--- config.mk ---
export PLATFORM = sky130hd
export DESIGN_NAME = tpg_gen
export DESIGN_NICKNAME = d
export VERILOG_FILES = /design/src/rtl/tpg_pkg.sv /design/src/rtl/tpg_gen.sv
export VERILOG_INCLUDE_DIRS = /design/src /design/src/rtl
export SDC_FILE = /design/constraint.sdc
export NUM_CORES = 1
export LEC_CHECK = 0
export BUFFER_PORTS_ARGS = -buffer_cell sky130_fd_sc_hd__buf_2
export CELL_PAD_IN_SITES_DETAIL_PLACEMENT = 0
export CELL_PAD_IN_SITES_GLOBAL_PLACEMENT = 1
export CORE_ASPECT_RATIO = 0.75
export CORE_MARGIN = 2
export CORE_UTILIZATION = 38
export CTS_CLUSTER_SIZE = 8
export DETAILED_ROUTE_END_ITERATION = 8
export PLACE_DENSITY_LB_ADDON = 0.15
export SKIP_LAST_GASP = 1
export SLEW_MARGIN = 0
export SYNTH_ARGS = -nofsm -noshare
export SYNTH_HDL_FRONTEND = slang
export SYNTH_SLANG_ARGS = --single-unit
--- constraint.sdc ---
create_clock -name clk_i -period 18 [get_ports clk_i]
set_clock_uncertainty 0.2 [all_clocks]
set_input_delay 0 -clock clk_i [delete_from_list [all_inputs] [get_ports clk_i]]
set_output_delay 0 -clock clk_i [all_outputs]
set_load 0.01 [all_outputs]
--- src/rtl/tpg_cfg.svh ---
// Offsets, field positions, reset values and timing figures of the packet generator
`ifndef TPG_CFG_SVH
`define TPG_CFG_SVH
// ==========
// Register map
`define TPG_ADDR_CTRL 5'h1d
`define TPG_ADDR_PAY 5'h1e
`define TPG_ADDR_CRC 5'h17
`define TPG_CTRL_RST 16'h0040
`define TPG_PAY_RST 16'h0000
// ==========
// Control fields
`define TPG_B_EN 15
`define TPG_B_RUN 14
`define TPG_B_CONT 13
`define TPG_B_LEN_H 12
`define TPG_B_LEN_L 11
`define TPG_B_GAP 10
`define TPG_B_DA_H 9
`define TPG_B_DA_L 6
`define TPG_B_SA_H 5
`define TPG_B_SA_L 2
`define TPG_B_RAND 1
`define TPG_B_BADFCS 0
// ==========
// Frame shape
`define TPG_LEN_00 14'd125
`define TPG_LEN_01 14'd64
`define TPG_LEN_10 14'd1518
`define TPG_LEN_11 14'd10000
`define TPG_HDR_BYTES 14'd14
`define TPG_OVH_BYTES 14'd18
`define TPG_CRC_INIT 32'hffffffff
`define TPG_CRC_POLY 32'hedb88320
`define TPG_LFSR_SEED 16'hace1
`define TPG_CNT_MAX 8'hff
// ==========
// Timing and counts
`define TPG_CLK_MHZ 100
`define TPG_IPG_SHORT_NS 96
`define TPG_IPG_LONG_NS 8192
`define TPG_BLOCK_PKTS 10000
`define TPG_RUN_PKTS 30000000
`define TPG_FIFO_DEPTH 8
`endif

--- src/rtl/tpg_pkg.sv ---
// Types shared by the packet generator
package tpg_pkg;
  typedef logic [7:0] tpg_byte_t;
  typedef logic [15:0] tpg_word_t;
  typedef logic [4:0] tpg_addr_t;
  typedef enum logic [2:0] {ST_IDLE, ST_HDR, ST_PAY, ST_FCS, ST_GAP} tpg_state_e;
endpackage

--- src/rtl/tpg_gen.sv ---
// Test packet generator with its control registers, CRC error counter and output FIFO
// What this block does
// - Frames start only while enable bit 15 and run bit 14 are both one
// - Continuous mode sends endlessly, counted in blocks of 10,000 packets
// - Non-continuous run sends exactly 30,000,000 packets then stops
// - Continuous turned off mid-run stops at next 10,000-packet mark
// - Length field picks 125, 64, 1518 or 10,000 byte frames
// - Gap bit picks 8,192 ns or 96 ns idle between frames
// - Destination address is all ones, lowest nibble from bits 9:6, default 0001
// - Source address is all ones, lowest nibble from bits 5:2, default 0000
// - Payload bit picks random payload or fixed programmed pattern
// - Bit 0 appends a corrupted FCS, otherwise a correct one
// - Control changes other than clearing continuous, enable or run apply only after run is cleared and set again
// - Fixed payload repeats the 16-bit pattern register, default zero
// - New pattern applies only after run is cleared and set again
// - CRC error counter saturates at 0xff, read clears it, then counts again
`timescale 1ns/1ns
`default_nettype none
`include "tpg_cfg.svh"

// ==========
// FIFO
module tpg_fifo #(
  parameter int W = 9,
  parameter int D = 8
) (
  input wire logic clk_i,
  input wire logic rst_i,
  input wire logic [W-1:0] in_data_i,
  input wire logic in_valid_i,
  output logic in_ready_o,
  output logic [W-1:0] out_data_o,
  output logic out_valid_o,
  input wire logic out_ready_i
);
  localparam int AW = $clog2(D);
  logic [W-1:0] mem [D];
  logic [AW-1:0] wr_reg;
  logic [AW-1:0] rd_reg;
  logic [AW:0] cnt_reg;
  logic push;
  logic pop;

  assign in_ready_o = (cnt_reg != (AW+1)'(D));
  assign out_valid_o = (cnt_reg != '0);
  assign out_data_o = mem[rd_reg];
  assign push = in_valid_i && in_ready_o;
  assign pop = out_valid_o && out_ready_i;

  always_ff @(posedge clk_i) begin
    if (push) begin
      mem[wr_reg] <= in_data_i;
    end
  end

  always_ff @(posedge clk_i or posedge rst_i) begin
    if (rst_i) begin
      wr_reg <= '0;
      rd_reg <= '0;
      cnt_reg <= '0;
    end else begin
      if (push) begin
        wr_reg <= (wr_reg == AW'(D-1)) ? '0 : wr_reg + 1'b1;
      end
      if (pop) begin
        rd_reg <= (rd_reg == AW'(D-1)) ? '0 : rd_reg + 1'b1;
      end
      cnt_reg <= cnt_reg + (AW+1)'(push) - (AW+1)'(pop);
    end
  end
endmodule

// ==========
// Generator top
module tpg_gen #(
  parameter int unsigned BLOCK_PKTS = `TPG_BLOCK_PKTS,
  parameter int unsigned RUN_PKTS = `TPG_RUN_PKTS
) (
  // Clock and reset
  input wire logic clk_i,
  input wire logic rst_i,
  // Register port
  input wire tpg_pkg::tpg_addr_t reg_addr_i,
  input wire tpg_pkg::tpg_word_t reg_wdata_i,
  input wire logic reg_we_i,
  input wire logic reg_re_i,
  output tpg_pkg::tpg_word_t reg_rdata_o,
  // Receive side
  input wire logic rx_crc_err_i,
  // Transmit stream
  output tpg_pkg::tpg_byte_t tx_data_o,
  output logic tx_valid_o,
  output logic tx_last_o,
  input wire logic tx_ready_i,
  // Status
  output logic busy_o
);
  import tpg_pkg::*;

  localparam int GAP_S = (`TPG_IPG_SHORT_NS * `TPG_CLK_MHZ + 999) / 1000;
  localparam int GAP_L = (`TPG_IPG_LONG_NS * `TPG_CLK_MHZ + 999) / 1000;

  tpg_word_t ctrl_reg;
  tpg_word_t pay_reg;
  tpg_word_t cfg_reg;
  tpg_word_t pat_reg;
  tpg_byte_t crcerr_reg;
  logic go_prev_reg;
  logic pend_reg;
  tpg_state_e state_reg;
  logic [13:0] bcnt_reg;
  logic [9:0] gap_reg;
  logic [13:0] blk_reg;
  logic [24:0] tot_reg;
  logic [31:0] crc_reg;
  logic [15:0] lfsr_reg;
  logic go;
  logic push;
  logic in_ready;
  logic fifo_valid;
  logic [8:0] fifo_data;
  logic take;
  logic frame_end;
  logic stop;
  logic [13:0] flen;
  logic [13:0] plen;
  logic [31:0] fcs;
  tpg_byte_t byte_cur;

  function automatic logic [31:0] crc_step(input logic [31:0] c, input tpg_byte_t b);
    logic [31:0] r;
    r = c;
    for (int i = 0; i < 8; i++) begin
      r = (r[0] ^ b[i]) ? ((r >> 1) ^ `TPG_CRC_POLY) : (r >> 1);
    end
    return r;
  endfunction

  // ==========
  // Registers
  assign go = ctrl_reg[`TPG_B_EN] && ctrl_reg[`TPG_B_RUN];

  always_ff @(posedge clk_i or posedge rst_i) begin
    if (rst_i) begin
      ctrl_reg <= `TPG_CTRL_RST;
      pay_reg <= `TPG_PAY_RST;
    end else if (reg_we_i) begin
      if (reg_addr_i == `TPG_ADDR_CTRL) begin
        ctrl_reg <= reg_wdata_i;
      end
      if (reg_addr_i == `TPG_ADDR_PAY) begin
        pay_reg <= reg_wdata_i;
      end
    end
  end

  always_ff @(posedge clk_i or posedge rst_i) begin
    if (rst_i) begin
      reg_rdata_o <= '0;
    end else if (reg_re_i) begin
      unique case (reg_addr_i)
        `TPG_ADDR_CTRL: reg_rdata_o <= ctrl_reg;
        `TPG_ADDR_PAY: reg_rdata_o <= pay_reg;
        `TPG_ADDR_CRC: reg_rdata_o <= {8'h00, crcerr_reg};
        default: reg_rdata_o <= '0;
      endcase
    end
  end

  // A read in the same cycle as an error keeps that error
  always_ff @(posedge clk_i or posedge rst_i) begin
    if (rst_i) begin
      crcerr_reg <= '0;
    end else if (reg_re_i && reg_addr_i == `TPG_ADDR_CRC) begin
      crcerr_reg <= {7'h00, rx_crc_err_i};
    end else if (rx_crc_err_i && crcerr_reg != `TPG_CNT_MAX) begin
      crcerr_reg <= crcerr_reg + 8'h01;
    end
  end

  // ==========
  // Run start
  // A restart asked mid-frame waits for the frame to finish, so no torn frame leaves
  always_ff @(posedge clk_i or posedge rst_i) begin
    if (rst_i) begin
      go_prev_reg <= 1'b0;
      pend_reg <= 1'b0;
    end else begin
      go_prev_reg <= go;
      if (go && !go_prev_reg) begin
        pend_reg <= 1'b1;
      end else if (take || !go) begin
        pend_reg <= 1'b0;
      end
    end
  end

  assign take = pend_reg && go && (state_reg == ST_IDLE || state_reg == ST_GAP);

  always_ff @(posedge clk_i or posedge rst_i) begin
    if (rst_i) begin
      cfg_reg <= `TPG_CTRL_RST;
      pat_reg <= `TPG_PAY_RST;
    end else if (take) begin
      cfg_reg <= ctrl_reg;
      pat_reg <= pay_reg;
    end
  end

  // ==========
  // Frame content
  always_comb begin
    unique case (cfg_reg[`TPG_B_LEN_H:`TPG_B_LEN_L])
      2'b00: flen = `TPG_LEN_00;
      2'b01: flen = `TPG_LEN_01;
      2'b10: flen = `TPG_LEN_10;
      2'b11: flen = `TPG_LEN_11;
    endcase
  end

  assign plen = flen - `TPG_OVH_BYTES;
  assign fcs = cfg_reg[`TPG_B_BADFCS] ? crc_reg : ~crc_reg;

  always_comb begin
    byte_cur = 8'hff;
    unique case (state_reg)
      ST_HDR: begin
        if (bcnt_reg == 14'd5) begin
          byte_cur = {4'hf, cfg_reg[`TPG_B_DA_H:`TPG_B_DA_L]};
        end else if (bcnt_reg == 14'd11) begin
          byte_cur = {4'hf, cfg_reg[`TPG_B_SA_H:`TPG_B_SA_L]};
        end else if (bcnt_reg == 14'd12) begin
          byte_cur = {2'b00, plen[13:8]};
        end else if (bcnt_reg == 14'd13) begin
          byte_cur = plen[7:0];
        end
      end
      ST_PAY: begin
        if (cfg_reg[`TPG_B_RAND]) begin
          byte_cur = lfsr_reg[7:0];
        end else begin
          byte_cur = bcnt_reg[0] ? pat_reg[7:0] : pat_reg[15:8];
        end
      end
      ST_FCS: byte_cur = fcs[8*bcnt_reg[1:0] +: 8];
      default: byte_cur = 8'hff;
    endcase
  end

  assign push = (state_reg == ST_HDR || state_reg == ST_PAY || state_reg == ST_FCS) && in_ready;
  assign frame_end = push && state_reg == ST_FCS && bcnt_reg == 14'd3;

  always_ff @(posedge clk_i or posedge rst_i) begin
    if (rst_i) begin
      crc_reg <= `TPG_CRC_INIT;
    end else if (state_reg == ST_GAP || state_reg == ST_IDLE) begin
      crc_reg <= `TPG_CRC_INIT;
    end else if (push && state_reg != ST_FCS) begin
      crc_reg <= crc_step(crc_reg, byte_cur);
    end
  end

  // Random payload keeps running across frames so frames differ
  always_ff @(posedge clk_i or posedge rst_i) begin
    if (rst_i) begin
      lfsr_reg <= `TPG_LFSR_SEED;
    end else if (take) begin
      lfsr_reg <= `TPG_LFSR_SEED;
    end else if (push && state_reg == ST_PAY) begin
      lfsr_reg <= {lfsr_reg[14:0], lfsr_reg[15] ^ lfsr_reg[14] ^ lfsr_reg[12] ^ lfsr_reg[3]};
    end
  end

  // ==========
  // Packet counting
  always_comb begin
    if (!go) begin
      stop = 1'b1;
    end else if (cfg_reg[`TPG_B_CONT]) begin
      stop = !ctrl_reg[`TPG_B_CONT] && blk_reg == 14'(BLOCK_PKTS - 1);
    end else begin
      stop = tot_reg == 25'(RUN_PKTS - 1);
    end
  end

  always_ff @(posedge clk_i or posedge rst_i) begin
    if (rst_i) begin
      blk_reg <= '0;
      tot_reg <= '0;
    end else if (take) begin
      blk_reg <= '0;
      tot_reg <= '0;
    end else if (frame_end) begin
      blk_reg <= (blk_reg == 14'(BLOCK_PKTS - 1)) ? '0 : blk_reg + 14'd1;
      tot_reg <= tot_reg + 25'd1;
    end
  end

  // ==========
  // Sequencer
  always_ff @(posedge clk_i or posedge rst_i) begin
    if (rst_i) begin
      state_reg <= ST_IDLE;
      bcnt_reg <= '0;
      gap_reg <= '0;
    end else if (take) begin
      state_reg <= ST_HDR;
      bcnt_reg <= '0;
    end else begin
      unique case (state_reg)
        ST_IDLE: bcnt_reg <= '0;
        ST_HDR: begin
          if (push) begin
            bcnt_reg <= (bcnt_reg == `TPG_HDR_BYTES - 14'd1) ? '0 : bcnt_reg + 14'd1;
            if (bcnt_reg == `TPG_HDR_BYTES - 14'd1) begin
              state_reg <= ST_PAY;
            end
          end
        end
        ST_PAY: begin
          if (push) begin
            bcnt_reg <= (bcnt_reg == plen - 14'd1) ? '0 : bcnt_reg + 14'd1;
            if (bcnt_reg == plen - 14'd1) begin
              state_reg <= ST_FCS;
            end
          end
        end
        ST_FCS: begin
          if (push) begin
            bcnt_reg <= bcnt_reg + 14'd1;
          end
          if (frame_end) begin
            bcnt_reg <= '0;
            state_reg <= stop ? ST_IDLE : ST_GAP;
            gap_reg <= cfg_reg[`TPG_B_GAP] ? 10'(GAP_L - 1) : 10'(GAP_S - 1);
          end
        end
        ST_GAP: begin
          if (!go) begin
            state_reg <= ST_IDLE;
          end else if (gap_reg == '0) begin
            state_reg <= ST_HDR;
          end else begin
            gap_reg <= gap_reg - 10'd1;
          end
        end
      endcase
    end
  end

  always_ff @(posedge clk_i or posedge rst_i) begin
    if (rst_i) begin
      busy_o <= 1'b0;
    end else begin
      busy_o <= state_reg != ST_IDLE;
    end
  end

  // ==========
  // Output FIFO and register stage
  tpg_fifo #(.W(9), .D(`TPG_FIFO_DEPTH)) u_fifo (
    .clk_i(clk_i),
    .rst_i(rst_i),
    .in_data_i({frame_end, byte_cur}),
    .in_valid_i(state_reg == ST_HDR || state_reg == ST_PAY || state_reg == ST_FCS),
    .in_ready_o(in_ready),
    .out_data_o(fifo_data),
    .out_valid_o(fifo_valid),
    .out_ready_i(!tx_valid_o || tx_ready_i)
  );

  always_ff @(posedge clk_i or posedge rst_i) begin
    if (rst_i) begin
      tx_valid_o <= 1'b0;
      tx_data_o <= '0;
      tx_last_o <= 1'b0;
    end else if (!tx_valid_o || tx_ready_i) begin
      tx_valid_o <= fifo_valid;
      tx_data_o <= fifo_data[7:0];
      tx_last_o <= fifo_data[8];
    end
  end
endmodule
`default_nettype wire

==> run_results.csv <==
group,metric,value,unit
critical_path,crit_chain,"inv_1 -> ha_1 -> nand3b_1 -> nand4_2 -> or3_1 -> a2111o_1 -> xor2_2 -> xnor3_2 -> xor2_1 -> nor2_1 -> o22ai_2",
finish,drive_gt1_share,18.0,%
floorplan,dieArea,0.0397,mm2
grt,grt_usage,18.3,%
clock_network,post_cts_buffers,0,
clock_network,clkSinkCount,295,
route,drt_iter0_markers,762,
place,place_area,0.0153,mm2
timing,slew_headroom,19.6,%
floorplan,die_w,229,um
finish,final_cell_mix,"181 x dfrtp_1, 172 x nand2_1, 97 x nor2_1, 72 x edfxtp_1, 70 x a21oi_1",
critical_path,path_delay_family,"XOR/XNOR gates",
worst_hold_path,min_path_type,"primary input to flop",
clock_network,numCtsBuffers,42,
synthesis,postSynthAreaPerCell,11.1,um2
critical_path,cp_num_buf_inv,1,
timing,finalCriticalPeriod,4.45,ns
pwr,report.power.total,3.39,mW
timing,final-setup-viol-count,0,
synthesis,syn_nets,1354,
timing,rsz0062_at_grt,"no",
synthesis,async_reset_ff_share,75.6,%
route,drt_first_pass_iters,7,
finish,finalNetCount,1434,
route,wl_met1,18700,um
route,wl_met3,1500,um
finish,design_area,0.0168,mm2
critical_path,cpPeakStageDelay,0.81,ns
grt,grt_overflow_total,0,
finish,area_growth,16.3,%
floorplan,rows,61,
route,vias_per_cell,5.24,
synthesis,synth.distinct_cells,79,
clock_network,cts_resized,0,
floorplan,start_util,38.8,%
place,hpwl,23800,um
timing,tightest_slew,1.20,ns
route,wl_per_cell,18.6,um
clock_network,clk_latency,0.56,ns
synthesis,synth_edf_count,72,
pwr,p_leak,7.04,nW
synthesis,ys_warn_count,0,
critical_path,critPathKind,"flop to flop",
finish,post-route-util,45.1,%
timing,clock.fmax,225,MHz
clock_network,cts_buffer_depth,3,
finish,final_cell_count_no_fill,1924,
route,vias,10100,
timing,slew_viol_final,0,
clock_network,clk_pin_slew,0.05,ns
finish,final_common_cell,"dfrtp_1",
clock_network,htreeDepth,2,
clock_network,root_buffer,"clkbuf_16",
floorplan,coreArea,0.0373,mm2
route,drc_errors,0,
floorplan,io_pins,54,
synthesis,syn_area,0.0145,mm2
timing,post-route-period-util,24.7,%
clock_network,tritoncts,"done",
synthesis,synth_seq_cells,295,
finish,n_fill_cell,3491,
grt,antenna_found_initial,0,
place,dpl.cell_count,1818,
route,drtAntennaViolNets,0,
place,gp_congestion,0.875,
route,dr.max_layer_used,"met4",
finish,largest_reg_flops,72,
synthesis,seq_area_frac_synth,53.9,%
status,status,"complete, no violations",
pwr,pwr_density_cell,201,mW/mm2
job,cap_violations,0,
floorplan,die_h,173,um
grt,grt_first_pass_wirelength,57900,um
critical_path,worstPathRequired,18.23,ns
place,portBuffers,53,
critical_path,critPathMaxFanout,15,
grt,grt_pass1_vias,9878,
critical_path,arrival,4.68,ns
route,routed_wl,35700,um
route,wl_met2,14900,um
pwr,peakVddDrop,140,uV
critical_path,cp-end-kind,"flop",
synthesis,synth_flop_cell,"dfrtp_1",
finish,antenna_cells,0,
synthesis,syn_inst,1307,
critical_path,slowest_stage,"dfrtp_1",
timing,tns,0,ns
timing,finalHoldViolations,0,
critical_path,startpoint_type,"flop",
grt,grt_max_degree,98,
## cell families (layout without fill, tap and decap cells)
| group | after synthesis | after routing | synth area share, % |
|---|---|---|---|
| xor+xnor | 126 | 126 | 8.66 |
| buf+inv | 103 | 216 | 2.84 |
| fa+ha+maj | 20 | 20 | 1.78 |
| flops | 295 | 295 | 53.9 |
| compound gates | 223 | 223 | 9.58 |
| simple gates | 446 | 446 | 14.4 |
| mux | 94 | 94 | 8.84 |
## cell type report
cell class / instances / area (um2) / share of cell area, %
Timing Repair Buffer: 98 / 676 / 4.01
Inverter: 41 / 161 / 0.959
Clock buffer: 74 / 1170 / 6.96
Sequential cell: 295 / 7790 / 46.3
Clock inverter: 3 / 70.1 / 0.416
Multi-Input combinational cell: 909 / 6330 / 37.6
Tap cell: 504 / 631 / 3.75
## tightest hold or removal path: stages
cell,delay (ns)
dlygate4sd3_1,0.52
buf_2,0.10
mux2_2,0.13
## stage by stage
stage                     worst slack (ns)  hold slack (ns)
after detailed placement             13.56          -0.0134
after global routing                 13.29           0.0236
final                                13.55           0.0209
after floorplan                      11.76          -0.0498
after global placement               13.70         -0.00716
after CTS                            13.57          0.00340
## routing by layer
layer	track usage [%]	vias up
li1	-	4825
met3	3.05	54
met4	4.95	0
met2	25.4	196
met1	29.0	4999
met5	0	-
## where the power goes
part,internal (mW),leakage [nW],switching [mW]
Combinational,0.676,2.95,0.849
Clock,0.443,0.586,0.304
Sequential,0.958,3.51,0.161
## cells in the mapped netlist, types with 8 or more instances
master | number | area share, %
and3_1 | 23 | 0.99
dfrtp_1 | 181 | 31
xor2_1 | 62 | 3.8
mux2i_1 | 31 | 2.1
edfxtp_1 | 72 | 15
mux4_2 | 23 | 3.6
a222oi_1 | 8 | 0.55
o31ai_1 | 8 | 0.42
nand4_1 | 18 | 0.78
o22ai_1 | 11 | 0.48
a22oi_1 | 11 | 0.57
a21oi_1 | 70 | 2.4
nor2b_1 | 11 | 0.48
mux2_2 | 39 | 3.0
clkbuf_1 | 44 | 1.1
ha_1 | 19 | 1.6
buf_2 | 8 | 0.28
a21o_1 | 8 | 0.42
nand3_1 | 26 | 0.90
xnor2_1 | 50 | 3.0
dfstp_2 | 42 | 7.6
inv_1 | 39 | 1.0
nand2_1 | 172 | 4.5
nor3_1 | 47 | 1.6
o21ai_0 | 67 | 2.3
or3_1 | 8 | 0.35
nor2_1 | 99 | 2.6
## final timing paths
check,start,to,slack [ns],depth (start not counted)
setup reg to reg,bcnt_reg[1],crc_reg[27],13.55,11
hold reg to reg,go_prev_reg,pend_reg,0.21,1
min in group asynchronous,rst_i,bcnt_reg[0],0.54,4
max in group asynchronous,rst_i,cfg_reg[4],14.95,6
hold / removal,reg_wdata_i[14],ctrl_reg[14],0.02,3
setup / recovery,bcnt_reg[1],crc_reg[27],13.55,11
## repair_timing
item                       4_1_cts  5_1_grt
hold buffers                    29        0
setup endpoints to repair        0        0
hold endpoints to repair       162        0
Note: power is estimated with default switching activity, not from simulation.
